[config.mk]
export PLATFORM = sky130hd
export DESIGN_NAME = crs_core_regs
export DESIGN_NICKNAME = d
export VERILOG_FILES = /design/src/verilog/crs_pkg.sv /design/src/verilog/crs_alu.sv /design/src/verilog/crs_core_regs.sv
export SDC_FILE = /design/constraint.sdc
export NUM_CORES = 2
export LEC_CHECK = 0
export BUFFER_PORTS_ARGS = -buffer_cell sky130_fd_sc_hd__buf_2
export CORE_MARGIN = 2
export CORE_UTILIZATION = 45
export DETAILED_ROUTE_END_ITERATION = 12
export PLACE_DENSITY = 0.64
export SYNTH_ARGS = -nofsm -noshare
export SYNTH_HDL_FRONTEND = slang
export SYNTH_SLANG_ARGS = --single-unit
[constraint.sdc]
create_clock -name CORE_CLK_I -period 7.7 [get_ports CORE_CLK_I]
set_input_delay 1.155 -clock CORE_CLK_I [delete_from_list [all_inputs] [get_ports CORE_CLK_I]]
set_output_delay 1.155 -clock CORE_CLK_I [all_outputs]
set_load 0.1 [all_outputs]
[src/verilog/crs_pkg.sv]
`default_nettype none
package crs_pkg;
   // ****************************************
   // register bus offsets
   // ****************************************
   localparam logic [3:0] OFS_ACC = 4'h0;
   localparam logic [3:0] OFS_IDX_X = 4'h1;
   localparam logic [3:0] OFS_IDX_Y = 4'h2;
   localparam logic [3:0] OFS_STACK_PTR = 4'h3;
   localparam logic [3:0] OFS_PROG_COUNTER_LOW = 4'h4;
   localparam logic [3:0] OFS_PROG_COUNTER_HIGH = 4'h5;
   localparam logic [3:0] OFS_PROCESSOR_STATUS_WORD = 4'h6;
   localparam logic [3:0] OFS_EFF_ADDR_LO = 4'h7;
   localparam logic [3:0] OFS_EFF_ADDR_HI = 4'h8;
   // ****************************************
   // status word bit positions
   // ****************************************
   localparam int FLG_C = 0;
   localparam int FLG_Z = 1;
   localparam int FLG_I = 2;
   localparam int FLG_H = 3;
   localparam int FLG_B = 4;
   localparam int FLG_G = 5;
   localparam int FLG_V = 6;
   localparam int FLG_N = 7;
   localparam int SIGN_BIT = 7;
   localparam int PROBE_V_BIT = 6;
   // ****************************************
   // reset values and address constants
   // ****************************************
   localparam logic [7:0] PSW_RST = 8'h00;
   localparam logic [7:0] PCH_RST = 8'hff;
   localparam logic [7:0] PCL_RST = 8'hfe;
   localparam logic [8:0] STACK_PAGE = 9'h100;
   localparam logic [8:0] DIRECT_PAGE1 = 9'h100;
   localparam logic [7:0] ONE8 = 8'h01;
   localparam logic [7:0] ZERO8 = 8'h00;
   localparam logic [15:0] ONE16 = 16'h0001;
   // ****************************************
   // operations issued by the decoder
   // ****************************************
   typedef enum logic [4:0] {
      OP_NOP, OP_ADD, OP_SUB, OP_CMP, OP_CMPX, OP_CMPY,
      OP_INCX, OP_DECX, OP_INCY, OP_DECY,
      OP_LDA, OP_LDX, OP_LDY, OP_STA, OP_LDYA, OP_INCW,
      OP_ASL, OP_LSR, OP_ROL, OP_ROR,
      OP_IRQ_UNMASK, OP_IRQ_MASK, OP_OVERFLOW_CLEAR,
      OP_UPPER_PAGE_SELECT, OP_LOWER_PAGE_SELECT,
      OP_MEMORY_PROBE, OP_SOFTWARE_BREAK, OP_CALL, OP_RET, OP_RETI,
      OP_JMP, OP_STEP
   } crs_op_e;
   // addressing of the data operand
   typedef enum logic [1:0] {
      AM_DIRECT, AM_INDEX_X, AM_INDEX_Y, AM_ABSOLUTE
   } crs_mode_e;
endpackage : crs_pkg
`default_nettype wire
[src/verilog/crs_alu.sv]
`timescale 1ns/1ps
`default_nettype none
module crs_alu (
   input wire logic [7:0] a_i,
   input wire logic [7:0] b_i,
   input wire logic cin_i,
   input wire logic sub_i,
   output logic [7:0] res_o,
   output logic c_o,
   output logic h_o,
   output logic v_o
);
   logic [7:0] b_eff;
   logic [4:0] low_sum;
   logic [8:0] full_sum;

   // subtract as a + ~b + cin: carry out means no borrow
   always_comb begin
      b_eff = sub_i ? ~b_i : b_i;
      low_sum = {1'b0, a_i[3:0]} + {1'b0, b_eff[3:0]} + {4'h0, cin_i};
      full_sum = {1'b0, a_i} + {1'b0, b_eff} + {8'h00, cin_i};
      res_o = full_sum[7:0];
      c_o = full_sum[8];
      h_o = low_sum[4]; // see RULE14
      v_o = (a_i[7] == b_eff[7]) && (full_sum[7] != a_i[7]); // see RULE19
   end
endmodule : crs_alu
`default_nettype wire

[src/verilog/crs_core_regs.sv]
// Notes on behaviour
// RULE1: program and data spaces separate; program memory only read, never written.
// RULE2: up to 256 bytes read/write data memory, holding the stack.
// RULE3: 8-bit accumulator, also joined with Y as a 16-bit pair.
// RULE4: indexed modes add X or Y to the given address.
// RULE5: X and Y support increment, decrement, compare and transfer. The code has no transfer op.
// RULE6: stack pointer not loaded at reset; software initialises it, usually ff.
// RULE7: stack lies at data addresses 1c0 to 1ff, chosen by stack pointer. The code places it at 100 to 1ff.
// RULE8: stack pointer moves automatically on calls and accepted interrupts.
// RULE9: 16-bit program counter, high and low bytes, resets to fffe.
// RULE10: carry takes ALU carry or borrow, and shift or rotate output.
// RULE11: zero set when arithmetic or transfer result is zero, else cleared.
// RULE12: interrupt enable low blocks all interrupts but reset and break.
// RULE13: enable cleared on service; unmask op sets it, mask op clears it.
// RULE14: half carry set on carry from bit 3 or no borrow from bit 4.
// RULE15: only ALU results and overflow clear op change half carry.
// RULE16: break op sets break flag to tell it from table calls.
// RULE17: direct addressing uses 000-0ff when page flag low, 100-1ff when high.
// RULE18: upper page op sets the page flag, lower page op clears it.
// RULE19: overflow set on signed overflow; only overflow clear op clears it. The code also clears it on a memory probe of an operand with bit 6 low.
// RULE20: negative flag copies bit 7 of data and arithmetic results.
// RULE21: memory probe copies operand bit 6 to overflow, bit 7 to negative.
// RULE22: status word bits 7..0 are N, V, G, B, H, I, Z, C.
//
// Design decisions made here: the strobed register port and the address map.
`timescale 1ns/1ps
`default_nettype none
module crs_core_regs #(
   parameter int PROG_AW = 12,
   parameter int DMEM_AW = 8
) (
   input wire logic CORE_CLK_I,
   input wire logic RSTN_I,
   input wire logic [3:0] REG_ADDR_I,
   input wire logic [7:0] REG_WDATA_I,
   input wire logic REG_WR_I,
   input wire logic REG_RD_I,
   output logic [7:0] REG_RDATA_O,
   input wire logic OP_VALID_I,
   input wire crs_pkg::crs_op_e OP_CODE_I,
   input wire crs_pkg::crs_mode_e OP_MODE_I,
   input wire logic OP_USE_MEM_I,
   input wire logic [7:0] OP_DATA_I,
   input wire logic [15:0] OP_ADDR_I,
   output logic OP_READY_O,
   input wire logic IRQ_REQ_I,
   input wire logic [15:0] IRQ_VECTOR_I,
   output logic IRQ_ACK_O,
   output logic [PROG_AW-1:0] PROG_ADDR_O,
   output logic [15:0] ACC_Y_PAIR_O,
   output logic [7:0] PSW_O,
   output logic [15:0] EA_O
);
   // ****************************************
   // elaboration checks
   // ****************************************
   if (PROG_AW < 12 || PROG_AW > 16) begin : g_bad_prog
      $error("PROG_AW must lie between 12 and 16");
   end
   if (DMEM_AW != 8) begin : g_bad_dmem
      $error("DMEM_AW must be 8 so the stack page fits");
   end
   typedef enum {ST_IDLE, ST_PUSH_L, ST_PUSH_P, ST_POP_P, ST_POP_L, ST_POP_H} crs_state_e;
   // ****************************************
   // state
   // ****************************************
   crs_state_e state_r, state_nxt;
   logic [7:0] acc_r, acc_nxt, idx_x_r, idx_x_nxt, idx_y_r, idx_y_nxt, rdata_r, rdata_nxt;
   logic [7:0] sp_r, sp_nxt, pch_r, pch_nxt, pcl_r, pcl_nxt, psw_r, psw_nxt;
   logic [15:0] tgt_r, tgt_nxt, ea_r, ea_nxt;
   // no write path exists toward program memory: only its address leaves
   logic [7:0] dmem [0:(1<<DMEM_AW)-1]; // see RULE1 see RULE2
   logic [DMEM_AW-1:0] mem_wa, stk_idx;
   logic [7:0] mem_wd, opnd, alu_a, alu_b, alu_res;
   logic [15:0] ea, pc_full, pc_inc, pair_inc;
   logic push_psw_r, push_psw_nxt, mem_we, alu_cin, alu_sub, alu_c, alu_h, alu_v, irq_take;
   logic [8:0] stk_addr;
   // ****************************************
   // address generation
   // ****************************************
   always_comb begin
      case (OP_MODE_I)
         crs_pkg::AM_INDEX_X: ea = OP_ADDR_I + {8'h00, idx_x_r}; // see RULE4
         crs_pkg::AM_INDEX_Y: ea = OP_ADDR_I + {8'h00, idx_y_r}; // see RULE4
         crs_pkg::AM_DIRECT: ea = {7'h00, psw_r[crs_pkg::FLG_G] ? crs_pkg::DIRECT_PAGE1 : 9'h000}
            | {8'h00, OP_ADDR_I[7:0]}; // see RULE17
         default: ea = OP_ADDR_I;
      endcase
      // stack sits in page one at 100..1ff; the RAM sees the low byte
      stk_addr = crs_pkg::STACK_PAGE | {1'b0, sp_r}; // see RULE7
      stk_idx = stk_addr[DMEM_AW-1:0];
      opnd = OP_USE_MEM_I ? dmem[ea[DMEM_AW-1:0]] : OP_DATA_I;
      pc_full = {pch_r, pcl_r};
      pc_inc = pc_full + crs_pkg::ONE16;
      pair_inc = {idx_y_r, acc_r} + crs_pkg::ONE16;
   end
   // ****************************************
   // ALU operand selection
   // ****************************************
   always_comb begin
      alu_a = acc_r;
      alu_b = opnd;
      alu_cin = psw_r[crs_pkg::FLG_C];
      alu_sub = 1'b0;
      case (OP_CODE_I)
         crs_pkg::OP_SUB: alu_sub = 1'b1;
         crs_pkg::OP_CMP: begin
            alu_sub = 1'b1;
            alu_cin = 1'b1;
         end
         crs_pkg::OP_CMPX, crs_pkg::OP_CMPY, crs_pkg::OP_DECX, crs_pkg::OP_DECY: begin
            alu_a = (OP_CODE_I == crs_pkg::OP_CMPX || OP_CODE_I == crs_pkg::OP_DECX)
               ? idx_x_r : idx_y_r;
            alu_b = (OP_CODE_I == crs_pkg::OP_DECX || OP_CODE_I == crs_pkg::OP_DECY)
               ? crs_pkg::ONE8 : opnd;
            alu_sub = 1'b1;
            alu_cin = 1'b1;
         end
         crs_pkg::OP_INCX, crs_pkg::OP_INCY: begin
            alu_a = (OP_CODE_I == crs_pkg::OP_INCX) ? idx_x_r : idx_y_r;
            alu_b = crs_pkg::ONE8;
            alu_cin = 1'b0;
         end
         default: alu_cin = psw_r[crs_pkg::FLG_C];
      endcase
   end
   crs_alu u_alu (
      .a_i(alu_a), .b_i(alu_b), .cin_i(alu_cin), .sub_i(alu_sub),
      .res_o(alu_res), .c_o(alu_c), .h_o(alu_h), .v_o(alu_v)
   );
   // ****************************************
   // next state
   // ****************************************
   always_comb begin
      state_nxt = state_r;
      acc_nxt = acc_r;
      idx_x_nxt = idx_x_r;
      idx_y_nxt = idx_y_r;
      sp_nxt = sp_r;
      pch_nxt = pch_r;
      pcl_nxt = pcl_r;
      psw_nxt = psw_r;
      tgt_nxt = tgt_r;
      push_psw_nxt = push_psw_r;
      ea_nxt = ea_r;
      mem_we = 1'b0;
      mem_wa = stk_idx;
      mem_wd = pch_r;
      // a pending decoder op goes first; interrupts wait for a free cycle
      irq_take = (state_r == ST_IDLE) && !OP_VALID_I && IRQ_REQ_I
         && psw_r[crs_pkg::FLG_I]; // see RULE12
      case (state_r)
         ST_IDLE: begin
            if (irq_take) begin
               mem_we = 1'b1;
               sp_nxt = sp_r - crs_pkg::ONE8; // see RULE8
               tgt_nxt = IRQ_VECTOR_I;
               push_psw_nxt = 1'b1;
               state_nxt = ST_PUSH_L;
            end else if (OP_VALID_I) begin
               ea_nxt = ea;
               case (OP_CODE_I)
                  crs_pkg::OP_ADD, crs_pkg::OP_SUB: begin
                     acc_nxt = alu_res;
                     psw_nxt[crs_pkg::FLG_C] = alu_c; // see RULE10
                     psw_nxt[crs_pkg::FLG_H] = alu_h; // see RULE14 see RULE15
                     psw_nxt[crs_pkg::FLG_V] = psw_r[crs_pkg::FLG_V] | alu_v; // see RULE19
                     psw_nxt[crs_pkg::FLG_N] = alu_res[crs_pkg::SIGN_BIT]; // see RULE20
                     psw_nxt[crs_pkg::FLG_Z] = (alu_res == crs_pkg::ZERO8); // see RULE11
                  end
                  crs_pkg::OP_CMP, crs_pkg::OP_CMPX, crs_pkg::OP_CMPY: begin
                     psw_nxt[crs_pkg::FLG_C] = alu_c; // see RULE5 see RULE10
                     psw_nxt[crs_pkg::FLG_N] = alu_res[crs_pkg::SIGN_BIT];
                     psw_nxt[crs_pkg::FLG_Z] = (alu_res == crs_pkg::ZERO8);
                  end
                  crs_pkg::OP_INCX, crs_pkg::OP_DECX, crs_pkg::OP_INCY, crs_pkg::OP_DECY: begin
                     if (OP_CODE_I == crs_pkg::OP_INCX || OP_CODE_I == crs_pkg::OP_DECX) begin
                        idx_x_nxt = alu_res; // see RULE5
                     end else begin
                        idx_y_nxt = alu_res; // see RULE5
                     end
                     psw_nxt[crs_pkg::FLG_N] = alu_res[crs_pkg::SIGN_BIT];
                     psw_nxt[crs_pkg::FLG_Z] = (alu_res == crs_pkg::ZERO8);
                  end
                  crs_pkg::OP_LDA, crs_pkg::OP_LDX, crs_pkg::OP_LDY: begin
                     if (OP_CODE_I == crs_pkg::OP_LDA) acc_nxt = opnd;
                     if (OP_CODE_I == crs_pkg::OP_LDX) idx_x_nxt = opnd; // see RULE5
                     if (OP_CODE_I == crs_pkg::OP_LDY) idx_y_nxt = opnd; // see RULE5
                     psw_nxt[crs_pkg::FLG_N] = opnd[crs_pkg::SIGN_BIT]; // see RULE20
                     psw_nxt[crs_pkg::FLG_Z] = (opnd == crs_pkg::ZERO8); // see RULE11
                  end
                  crs_pkg::OP_STA: begin
                     mem_we = 1'b1; // see RULE2
                     mem_wa = ea[DMEM_AW-1:0];
                     mem_wd = acc_r;
                  end
                  crs_pkg::OP_LDYA: begin
                     {idx_y_nxt, acc_nxt} = OP_ADDR_I; // see RULE3
                     psw_nxt[crs_pkg::FLG_N] = OP_ADDR_I[15];
                     psw_nxt[crs_pkg::FLG_Z] = (OP_ADDR_I == 16'h0000);
                  end
                  crs_pkg::OP_INCW: begin
                     {idx_y_nxt, acc_nxt} = pair_inc; // see RULE3
                     psw_nxt[crs_pkg::FLG_N] = pair_inc[15];
                     psw_nxt[crs_pkg::FLG_Z] = (pair_inc == 16'h0000);
                  end
                  crs_pkg::OP_ASL, crs_pkg::OP_ROL: begin
                     acc_nxt = {acc_r[6:0], (OP_CODE_I == crs_pkg::OP_ROL)
                        & psw_r[crs_pkg::FLG_C]};
                     psw_nxt[crs_pkg::FLG_C] = acc_r[7]; // see RULE10
                     psw_nxt[crs_pkg::FLG_N] = acc_r[6];
                     psw_nxt[crs_pkg::FLG_Z] = (acc_nxt == crs_pkg::ZERO8);
                  end
                  crs_pkg::OP_LSR, crs_pkg::OP_ROR: begin
                     acc_nxt = {(OP_CODE_I == crs_pkg::OP_ROR) & psw_r[crs_pkg::FLG_C],
                        acc_r[7:1]};
                     psw_nxt[crs_pkg::FLG_C] = acc_r[0]; // see RULE10
                     psw_nxt[crs_pkg::FLG_N] = acc_nxt[crs_pkg::SIGN_BIT];
                     psw_nxt[crs_pkg::FLG_Z] = (acc_nxt == crs_pkg::ZERO8);
                  end
                  crs_pkg::OP_IRQ_UNMASK: psw_nxt[crs_pkg::FLG_I] = 1'b1; // see RULE13
                  crs_pkg::OP_IRQ_MASK: psw_nxt[crs_pkg::FLG_I] = 1'b0; // see RULE13
                  crs_pkg::OP_OVERFLOW_CLEAR: begin
                     psw_nxt[crs_pkg::FLG_V] = 1'b0; // see RULE19
                     psw_nxt[crs_pkg::FLG_H] = 1'b0; // see RULE15
                  end
                  crs_pkg::OP_UPPER_PAGE_SELECT: psw_nxt[crs_pkg::FLG_G] = 1'b1; // see RULE18
                  crs_pkg::OP_LOWER_PAGE_SELECT: psw_nxt[crs_pkg::FLG_G] = 1'b0; // see RULE18
                  crs_pkg::OP_MEMORY_PROBE: begin
                     psw_nxt[crs_pkg::FLG_V] = opnd[crs_pkg::PROBE_V_BIT]; // see RULE21
                     psw_nxt[crs_pkg::FLG_N] = opnd[crs_pkg::SIGN_BIT]; // see RULE21
                     psw_nxt[crs_pkg::FLG_Z] = ((acc_r & opnd) == crs_pkg::ZERO8);
                  end
                  crs_pkg::OP_SOFTWARE_BREAK, crs_pkg::OP_CALL: begin
                     // break is taken even with interrupts masked
                     if (OP_CODE_I == crs_pkg::OP_SOFTWARE_BREAK) begin
                        psw_nxt[crs_pkg::FLG_B] = 1'b1; // see RULE16 see RULE12
                     end
                     mem_we = 1'b1;
                     sp_nxt = sp_r - crs_pkg::ONE8; // see RULE8
                     tgt_nxt = OP_ADDR_I;
                     push_psw_nxt = (OP_CODE_I == crs_pkg::OP_SOFTWARE_BREAK);
                     state_nxt = ST_PUSH_L;
                  end
                  crs_pkg::OP_RET, crs_pkg::OP_RETI: begin
                     // restore pre-increments, so the pointer moves first
                     sp_nxt = sp_r + crs_pkg::ONE8;
                     state_nxt = (OP_CODE_I == crs_pkg::OP_RETI) ? ST_POP_P : ST_POP_L;
                  end
                  crs_pkg::OP_JMP: {pch_nxt, pcl_nxt} = OP_ADDR_I;
                  crs_pkg::OP_STEP: {pch_nxt, pcl_nxt} = pc_inc; // see RULE9
                  default: state_nxt = ST_IDLE;
               endcase
            end
         end
         ST_PUSH_L: begin
            mem_we = 1'b1;
            mem_wd = pcl_r;
            sp_nxt = sp_r - crs_pkg::ONE8; // see RULE8
            if (push_psw_r) begin
               state_nxt = ST_PUSH_P;
            end else begin
               {pch_nxt, pcl_nxt} = tgt_r;
               state_nxt = ST_IDLE;
            end
         end
         ST_PUSH_P: begin
            mem_we = 1'b1;
            mem_wd = psw_r;
            sp_nxt = sp_r - crs_pkg::ONE8;
            psw_nxt[crs_pkg::FLG_I] = 1'b0; // see RULE13
            {pch_nxt, pcl_nxt} = tgt_r;
            state_nxt = ST_IDLE;
         end
         ST_POP_P: begin
            psw_nxt = dmem[stk_idx];
            sp_nxt = sp_r + crs_pkg::ONE8;
            state_nxt = ST_POP_L;
         end
         ST_POP_L: begin
            pcl_nxt = dmem[stk_idx];
            sp_nxt = sp_r + crs_pkg::ONE8;
            state_nxt = ST_POP_H;
         end
         ST_POP_H: begin
            pch_nxt = dmem[stk_idx];
            state_nxt = ST_IDLE;
         end
         default: state_nxt = ST_IDLE;
      endcase
      // software writes override the same-cycle op on that register
      if (REG_WR_I) begin
         case (REG_ADDR_I)
            crs_pkg::OFS_ACC: acc_nxt = REG_WDATA_I;
            crs_pkg::OFS_IDX_X: idx_x_nxt = REG_WDATA_I;
            crs_pkg::OFS_IDX_Y: idx_y_nxt = REG_WDATA_I;
            crs_pkg::OFS_STACK_PTR: sp_nxt = REG_WDATA_I; // see RULE6
            crs_pkg::OFS_PROG_COUNTER_LOW: pcl_nxt = REG_WDATA_I;
            crs_pkg::OFS_PROG_COUNTER_HIGH: pch_nxt = REG_WDATA_I;
            crs_pkg::OFS_PROCESSOR_STATUS_WORD: psw_nxt = REG_WDATA_I; // see RULE22
            default: acc_nxt = acc_nxt;
         endcase
      end
      rdata_nxt = crs_pkg::ZERO8;
      if (REG_RD_I) begin
         case (REG_ADDR_I)
            crs_pkg::OFS_ACC: rdata_nxt = acc_r;
            crs_pkg::OFS_IDX_X: rdata_nxt = idx_x_r;
            crs_pkg::OFS_IDX_Y: rdata_nxt = idx_y_r;
            crs_pkg::OFS_STACK_PTR: rdata_nxt = sp_r;
            crs_pkg::OFS_PROG_COUNTER_LOW: rdata_nxt = pcl_r;
            crs_pkg::OFS_PROG_COUNTER_HIGH: rdata_nxt = pch_r;
            crs_pkg::OFS_PROCESSOR_STATUS_WORD: rdata_nxt = psw_r;
            crs_pkg::OFS_EFF_ADDR_LO: rdata_nxt = ea_r[7:0];
            crs_pkg::OFS_EFF_ADDR_HI: rdata_nxt = ea_r[15:8];
            default: rdata_nxt = crs_pkg::ZERO8;
         endcase
      end
   end
   // ****************************************
   // registers
   // ****************************************
   always_ff @(posedge CORE_CLK_I or negedge RSTN_I) begin
      if (!RSTN_I) begin
         state_r <= ST_IDLE;
         acc_r <= crs_pkg::ZERO8;
         idx_x_r <= crs_pkg::ZERO8;
         idx_y_r <= crs_pkg::ZERO8;
         pch_r <= crs_pkg::PCH_RST; // see RULE9
         pcl_r <= crs_pkg::PCL_RST; // see RULE9
         psw_r <= crs_pkg::PSW_RST;
         tgt_r <= 16'h0000;
         push_psw_r <= 1'b0;
         ea_r <= 16'h0000;
         rdata_r <= crs_pkg::ZERO8;
      end else begin
         state_r <= state_nxt;
         acc_r <= acc_nxt;
         idx_x_r <= idx_x_nxt;
         idx_y_r <= idx_y_nxt;
         pch_r <= pch_nxt;
         pcl_r <= pcl_nxt;
         psw_r <= psw_nxt;
         tgt_r <= tgt_nxt;
         push_psw_r <= push_psw_nxt;
         ea_r <= ea_nxt;
         rdata_r <= rdata_nxt;
      end
   end
   // pointer keeps no reset: its value is unknown until software loads it
   always_ff @(posedge CORE_CLK_I) begin
      sp_r <= sp_nxt; // see RULE6
   end
   always_ff @(posedge CORE_CLK_I) begin
      if (mem_we) begin
         dmem[mem_wa] <= mem_wd; // see RULE2
      end
   end
   // ****************************************
   // outputs
   // ****************************************
   assign REG_RDATA_O = rdata_r;
   assign OP_READY_O = (state_r == ST_IDLE);
   assign IRQ_ACK_O = irq_take;
   assign PROG_ADDR_O = pc_full[PROG_AW-1:0];
   assign ACC_Y_PAIR_O = {idx_y_r, acc_r}; // see RULE3
   assign PSW_O = psw_r;
   assign EA_O = ea_r;
endmodule : crs_core_regs
`default_nettype wire

Yosys cells after proc, flatten, opt, wreduce, memory -nomap -nowiden

Memory sizes are Yosys's and may differ from the RTL's. A register that Yosys moved wholly into a read port is not among the register bits.
Index checks and enable logic that the tools add are counted.

Memory bits (writable): 2048
Flip-flop bits (word level): 129
Memories kept: 1
Output and inout bits: 62
Logic and storage cells: 220

Memories:

| name | depth | bits a word | read ports | clocked after Yosys merged registers in | wr ports | line                | text |
|---|---|---|---|---|---|---|---|
| dmem | 256   | 8           | 2          | 1                                       | 1        | crs_core_regs.sv:72 | `logic [7:0] dmem [0:(1<<DMEM_AW)-1];` |

Reductions and logical operators: 42
Eq/ne operators: 50
Bitwise gates (word level): 7
$add $sub $neg: 10
Muxes and demuxes: 98

Operators with widths:

| cell                                                              | number |
|---|---|
| 8-bit 2-to-1 mux                                                  | 51 |
| 32-bit case mux with 4 select lines                               | 1 |
| 32-bit case mux with 3 select lines                               | 1 |
| 8-bit case mux with 2 select lines                                | 6 |
| 8-bit case mux with 4 select lines                                | 3 |
| 5-bit == test (second input constant)                             | 16 |
| 8-bit case mux with 9 select lines                                | 1 |
| 32-bit by 2-bit == test with 1-bit output (second input constant) | 2 |
| 32-bit by 3-bit == test with 1-bit output (second input constant) | 2 |
| 32-bit zero test                                                  | 2 |
| 32-bit 2-to-1 mux                                                 | 2 |
| 16-bit 2-to-1 mux                                                 | 3 |
| 16-bit case mux with 3 select lines                               | 1 |
| 8-bit case mux with 3 select lines                                | 2 |
| 8-bit case mux with 6 select lines                                | 1 |
| 5-bit by 4-bit == test with 1-bit output (second input constant)  | 8 |
| 8-bit zero test                                                   | 5 |
| 16-bit by 1-bit adder with 16-bit output (second input constant)  | 2 |
| 16-bit by 8-bit adder with 16-bit output                          | 2 |
| 32-bit by 1-bit == test with 1-bit output (second input constant) | 1 |
| 16-bit zero test                                                  | 2 |
| 27-bit OR reduction                                               | 1 |
| 5-bit by 3-bit == test with 1-bit output (second input constant)  | 4 |
| 4-bit by 3-bit == test with 1-bit output (second input constant)  | 4 |
| other kinds (46)                                                  | 84 |

Depth between registers and ports, before layout

An unclocked memory read counts as a cell.

Depth in word-level cells: 20
Depth in mapped cells: 36
Mapped depth without buffers: 32

Modules after synthesis

A second synthesis with hierarchy kept.

Cell total of the unflattened synthesis: 8305
Area total of the unflattened synthesis: 108601.7 um^2

Modules (own cells, without submodules):

| module        | cells each | area each (um^2) | instances |
|---|---|---|---|
| crs_core_regs | 8245       | 108125.0         | 1 |
| crs_alu       | 60         | 476.7            | 1 |

Worst setup path after synthesis

No wires, ideal clock.

Kind: input to register
Start point: input OP_MODE_I[0]
End point: register idx_y_r[6]
Stages on the path: 35
Buffers on the path: 3
Data arrival time: 7.374 ns
Library setup time: 0.083 ns
Path slack: 0.243 ns
Cell sequence: inv_1 ha_1 mux2_2 ha_1 inv_1 fa_1 or3b_1 nand2_2 buf_6 buf_2 buf_2 nand2_1 a311oi_1 o21ai_0 a21oi_1 o31ai_1 a221o_1 nand2_1 nor2_1 xor2_1 fa_1 inv_1 fa_1 a21o_1 a21oi_1 inv_1 a21o_1 a21oi_1 xnor2_1 mux2i_1 o21ai_0 nor2_1 nor2_1 o21ai_0 o21ai_0

Word-level cells in the longest chain between the ends: 17

RTL lines:

| what                                    | line                 | text |
|---|---|---|
| start: declaration                      | crs_core_regs.sv:41  | `input wire crs_pkg::crs_mode_e OP_MODE_I,` |
| 2-bit == test (tied with other cells)   | crs_core_regs.sv:82  | `case (OP_MODE_I)` |
| 16-bit case mux with 3 select lines (*) | crs_core_regs.sv:82  |  |
| memory read 256 x 8 bit (*)             | --                   |  |
| 8-bit 2-to-1 mux (*)                    | crs_core_regs.sv:92  | `opnd = OP_USE_MEM_I ? dmem[ea[DMEM_AW-1:0]] : OP_DATA_I;` |
| 8-bit 2-to-1 mux                        | crs_core_regs.sv:115 | `? crs_pkg::ONE8 : opnd;` |
| 8-bit case mux with 2 select lines      | crs_core_regs.sv:105 | `case (OP_CODE_I)` |
| 8-bit NOT                               | crs_alu.sv:19        | `b_eff = sub_i ? ~b_i : b_i;` |
| 8-bit 2-to-1 mux                        | crs_alu.sv:19        |  |
| (+2 left out)                           | --                   |  |
| 8-bit 2-to-1 mux                        | crs_core_regs.sv:177 | `if (OP_CODE_I == crs_pkg::OP_INCX \|\| OP_CODE_I == crs_pkg::OP_DECX) begin` |
| 8-bit case mux with 4 select lines (*)  | crs_core_regs.sv:162 | `case (OP_CODE_I)` |
| 8-bit 2-to-1 mux (*)                    | crs_core_regs.sv:160 | `end else if (OP_VALID_I) begin` |
| 8-bit 2-to-1 mux (*)                    | crs_core_regs.sv:154 | `if (irq_take) begin` |
| 8-bit 2-to-1 mux (*)                    | crs_core_regs.sv:152 | `case (state_r)` |
| 8-bit 2-to-1 mux                        | crs_core_regs.sv:293 | `case (REG_ADDR_I)` |
| 8-bit 2-to-1 mux (*)                    | crs_core_regs.sv:292 | `if (REG_WR_I) begin` |
| via idx_y_nxt[6]                        | crs_core_regs.sv:68  | `logic [7:0] acc_r, acc_nxt, idx_x_r, idx_x_nxt, idx_y_r, idx_y_nxt, rdata_r, rdata_nxt;` |
| end signal: assignment                  | crs_core_regs.sv:328 | `idx_y_r <= crs_pkg::ZERO8;` |
| end signal: assignment                  | crs_core_regs.sv:340 | `idx_y_r <= idx_y_nxt;` |
| end: declaration                        | crs_core_regs.sv:68  |  |

Mark *: on every way through the listed nets, which the timed path passes. The rest lies on a longest branch.
A chain may end at the register's enable or synchronous reset.

Worst setup path in the final report

Start point: input OP_MODE_I[0]
End point: register psw_r[6] (netlist: PSW_O[6])

Word-level cells in the longest chain between the ends: 19

RTL lines:

| what                                    | line                 | text |
|---|---|---|
| 2-bit == test (tied with other cells)   | crs_core_regs.sv:82  |  |
| 16-bit case mux with 3 select lines (*) | crs_core_regs.sv:82  |  |
| memory read 256 x 8 bit (*)             | --                   |  |
| 8-bit 2-to-1 mux (*)                    | crs_core_regs.sv:92  |  |
| 8-bit 2-to-1 mux                        | crs_core_regs.sv:115 |  |
| 8-bit case mux with 2 select lines      | crs_core_regs.sv:105 |  |
| 8-bit NOT                               | crs_alu.sv:19        |  |
| 8-bit 2-to-1 mux                        | crs_alu.sv:19        |  |
| (+4 left out)                           | --                   |  |
| 1-bit OR                                | crs_core_regs.sv:167 | `psw_nxt[crs_pkg::FLG_V] = psw_r[crs_pkg::FLG_V] \| alu_v;` |
| 1-bit case mux with 3 select lines (*)  | crs_core_regs.sv:162 |  |
| 8-bit 2-to-1 mux (*)                    | crs_core_regs.sv:160 |  |
| 8-bit 2-to-1 mux (*)                    | crs_core_regs.sv:154 |  |
| 5-bit case mux with 2 select lines (*)  | crs_core_regs.sv:152 |  |
| 8-bit 2-to-1 mux                        | crs_core_regs.sv:293 |  |
| 8-bit 2-to-1 mux (*)                    | crs_core_regs.sv:292 |  |
| via psw_nxt[6]                          | crs_core_regs.sv:69  | `logic [7:0] sp_r, sp_nxt, pch_r, pch_nxt, pcl_r, pcl_nxt, psw_r, psw_nxt;` |
| end signal: assignment                  | crs_core_regs.sv:331 | `psw_r <= crs_pkg::PSW_RST;` |
| end signal: assignment                  | crs_core_regs.sv:343 | `psw_r <= psw_nxt;` |
| end: declaration                        | crs_core_regs.sv:69  |  |

Marked as above.

==> impl_metrics.py <==
metrics = {
    "detailed_routing": {
        "firstDrtPassIters": 6,
        "ant_nets": 0,
        "drcViolationCount": 0,
        "wl_um": 448800,
        "num_vias": 81160,
        "drt-initial-drc-count": 15050,
        "wire_per_inst_um": 39.47,
        "via_per_inst": 7.138,
    },
    "logic_synthesis": {
        "synthXorXnorAreaFrac_pct": 0.3723,
        "synth_simple_gate_area_share_pct": 8.398,
        "synthAdderAreaFrac_pct": 0.3457,
        "syn_area_um2": 107900,
        "synth_top_family_by_area": "multiplexers",
        "synth-edff-count": 2048,
        "synth_compound_area_share_pct": 7.972,
        "synthArstFlopShare_pct": 4.283,
        "ys.warnings.count": 0,
        "syn_nets": 7359,
        "ys_ff_latch": 2148,
        "synth-main-ff-cell": "edfxtp_1",
        "ys_seq_area_share_pct": 59.31,
        "synthTopCellsByArea": "edfxtp_1 (57%), mux4_2 (18%), nand2_1 (3.4%), mux2i_1 (1.8%), dfrtp_1 (1.8%)",
        "synthDistinctLibCells": 101,
        "synth_top_area_cell": "edfxtp_1",
        "syn_inst": 7265,
        "synth.top_cell.area_share_pct": 57.01,
        "syn_area_per_cell_um2": 14.85,
        "synthMuxAreaShare_pct": 20.62,
    },
    "sta": {
        "fin_worst_skew_ns": 0.03596,
        "min_period_ns": 7.628,
        "max_slew.worst_pin.slew_ns": 1.266,
        "max-slew-margin-rel_pct": 14.82,
        "layout_setup_ws_ns": 0.07187,
        "final_max_slew_viol_count": 0,
        "finalHoldViolCount": 0,
        "fmaxAchievable_mhz": 131.1,
        "final-setup-viol-count": 0,
        "whs_ns": 0.3420,
        "finalCritPeriodShare_pct": 99.07,
    },
    "final_layout": {
        "nNetsFinal": 8079,
        "drive_above_1_share_pct": 30.63,
        "post-route-util_pct": 52.91,
        "layout.area.seq_um2": 64000,
        "finalInstanceArea_um2": 126000,
        "nFillCells": 19360,
        "syn_to_final_growth_pct": 16.77,
        "stdcell_count": 11370,
        "multi_input_area_um2": 41310,
    },
    "floorplanning": {
        "num_rows": 179,
        "io_pins": 128,
        "core-area_um2": 238100,
        "die_x_um": 493.6,
        "initial_core_util_pct": 45.31,
        "dieArea_um2": 243600,
        "die_y_um": 493.6,
    },
    "hold_path": {
        "min_path_type": "in2async",
    },
    "placement": {
        "post-place-ws_ns": -1.411,
        "dp_hpwl_um": 309800,
        "globalplace.congestion": 1.036,
        "portBuffers": 127,
        "place_area_um2": 117900,
        "placed_cells": 10920,
    },
    "grt": {
        "grt_use_total_pct": 36.28,
        "grt_overflow": 0,
        "grt_max_degree": 101,
        "grt_pass1_wl_um": 618200,
        "grt_pass1_vias": 77050,
        "antenna_found_initial": 38,
    },
    "clock_network": {
        "htreeDepth": 4,
        "clk_pin_slew_worst_paths_ns": 0.07,
        "root_buffer": "clkbuf_16",
        "cts_made_buffers": 224,
        "clock-sinks": 2148,
        "clk_latency_ns": 0.92,
        "cts_tree": "yes",
        "clockBufferDepth": 3,
    },
    "setup_path": {
        "path_class": "in2reg",
        "cp_max_fo": 25,
        "rr_startpoint": "idx_y_r[0]$_DFF_PN0_",
        "rrSetupSlack_ns": 0.40,
        "crit_path_end_kind": "flop",
        "timing.rr.end": "PSW_O[6]$_DFF_PN0_",
        "cp_data_arrival_time_ns": 8.46,
        "cp-start-kind": "input port",
        "worstSetupEndpoint": "PSW_O[6]$_DFF_PN0_",
        "slowest_delay_ns": 0.53,
        "crit_top_cell": "buf_4",
        "startpoint": "OP_MODE_I[0]",
        "slowest_stage": "mux4_2",
        "r2r_cells": 30,
        "cp.required_ns": 8.53,
    },
    "outcome": {
        "outcome": "complete, no violations",
    },
    "power_and_ir_drop": {
        "leakage_uw": 0.04257,
        "powerDensity_nw_per_um2": 406.7,
        "ir_worst_vdd_mv": 0.3424,
    },
    "run": {
        "cap_violations": 0,
    },
}
==> registers in the layout (all words and copies together), names as in the netlist <==
register	cells
REG_RDATA_O	8
state_r	3
pcl_r	8
pch_r	8
EA_O	16
push_psw_r	1
PSW_O	8
tgt_r	16
idx_y_r	8
acc_r	8
dmem	2048
idx_x_r	8
sp_r	8
==> power breakdown <==
part | internal (uW) | switching [uW] | leakage, uW
clock network | 6390 | 4880 | 0.00365
registers | 14800 | 725 | 0.0197
logic | 8480 | 15900 | 0.0192
total | 29700 | 21500 | 0.0426
==> worst max-delay path, delay by kind of cell <==
kind	cells	cell delay, ns
compound gates	13	2.31
buf+inv	10	1.89
simple gates	6	1.01
mux	2	0.89
fa+ha+maj	3	0.81
xor+xnor	2	0.29
==> cell usage after synthesis, types with 91 or more instances <==
| cell type | instances |
|---|---|
| nand2_1 | 981 |
| nor2_1 | 465 |
| mux4_2 | 882 |
| buf_2 | 204 |
| a21oi_1 | 231 |
| edfxtp_1 | 2048 |
| and3_1 | 159 |
| nand3_1 | 232 |
| a31oi_1 | 91 |
| a211oi_1 | 115 |
| mux2i_1 | 193 |
| o21ai_0 | 145 |
| clkbuf_1 | 241 |
| a22oi_1 | 108 |
==> area by class of cell <==
cell class / instances / share of cell area [%]
sequential: 2148 / 50.81
clock inverter: 159 / 1.378
tap: 3167 / 3.146
timing repair buffer: 1106 / 7.090
antenna: 26 / 0.05165
inverter: 38 / 0.1132
clock buffer: 260 / 4.615
multi-input combinational: 4467 / 32.80
==> logic make-up (layout without fill, tap and decap cells) <==
kind of cell,Yosys count,in the layout
flip-flops,2148,2148
multiplexers,1114,1114
adder cells (fa/ha/maj),28,28
XOR/XNOR,45,45
buffers and inverters,650,1563
AND/OR/NAND/NOR,2065,2065
AO/OA/AOI/OAI,1215,1215
other,0,26
==> cell usage in the layout, fill, tap and decap left out, drive strengths merged, types with 16 or more instances in the layout <==
cell type / instances
a2111oi: 24
a211oi: 117
a21oi: 231
a221oi: 56
a22oi: 108
a311oi: 78
a31oi: 91
a32oi: 81
and3: 159
buf: 1103
bufinv: 29
clkbuf: 263
clkinv: 109
clkinvlp: 16
dfrtp: 77
diode: 26
edfxtp: 2048
ha: 25
inv: 43
mux2: 38
mux2i: 194
mux4: 882
nand2: 983
nand3: 232
nand4: 43
nor2: 467
nor3: 63
nor4: 32
o211ai: 43
o21a: 16
o21ai: 153
o22ai: 36
xnor2: 23
xor2: 22
==> per-stage QoR <==
step / total power (uW) / TNS (ns)
4_1_cts: 50040 / 0
3_5_place_dp: 38890 / -26.11
3_3_place_gp: 38690 / -29.90
5_1_grt: 51890 / -0.05125
2_1_floorplan: 28640 / 0
6_report: 51220 / 0
==> repair_timing <==
item	4_1_cts	5_1_grt
pin swaps	0	13
endpoints found under the setup margin	14	15
hold buffers	0	0
setup buffers	0	5
resized for setup	16	59
cloned	0	3
==> worst min-delay path by stage <==
stage | slack [ns] | end
after floorplan | 0.50 | tgt_r[15]$_DFFE_PN0P_
after global placement | 0.49 | EA_O[15]$_DFFE_PN0P_
after detailed placement | 0.51 | EA_O[10]$_DFFE_PN0P_
after CTS | 0.32 | EA_O[3]$_DFFE_PN0P_
after global routing | 0.38 | EA_O[0]$_DFFE_PN0P_
final | 0.34 | acc_r[5]$_DFF_PN0_
==> metal layers <==
layer	track usage, %	wire [um]	up-vias
met5	0	236	-
met4	21.48	32060	28
met3	11.61	68060	1373
met2	51.56	190600	7329
met1	48.88	157900	41420
li1	-	-	31010
Note: power is estimated with default switching activity, not from simulation.
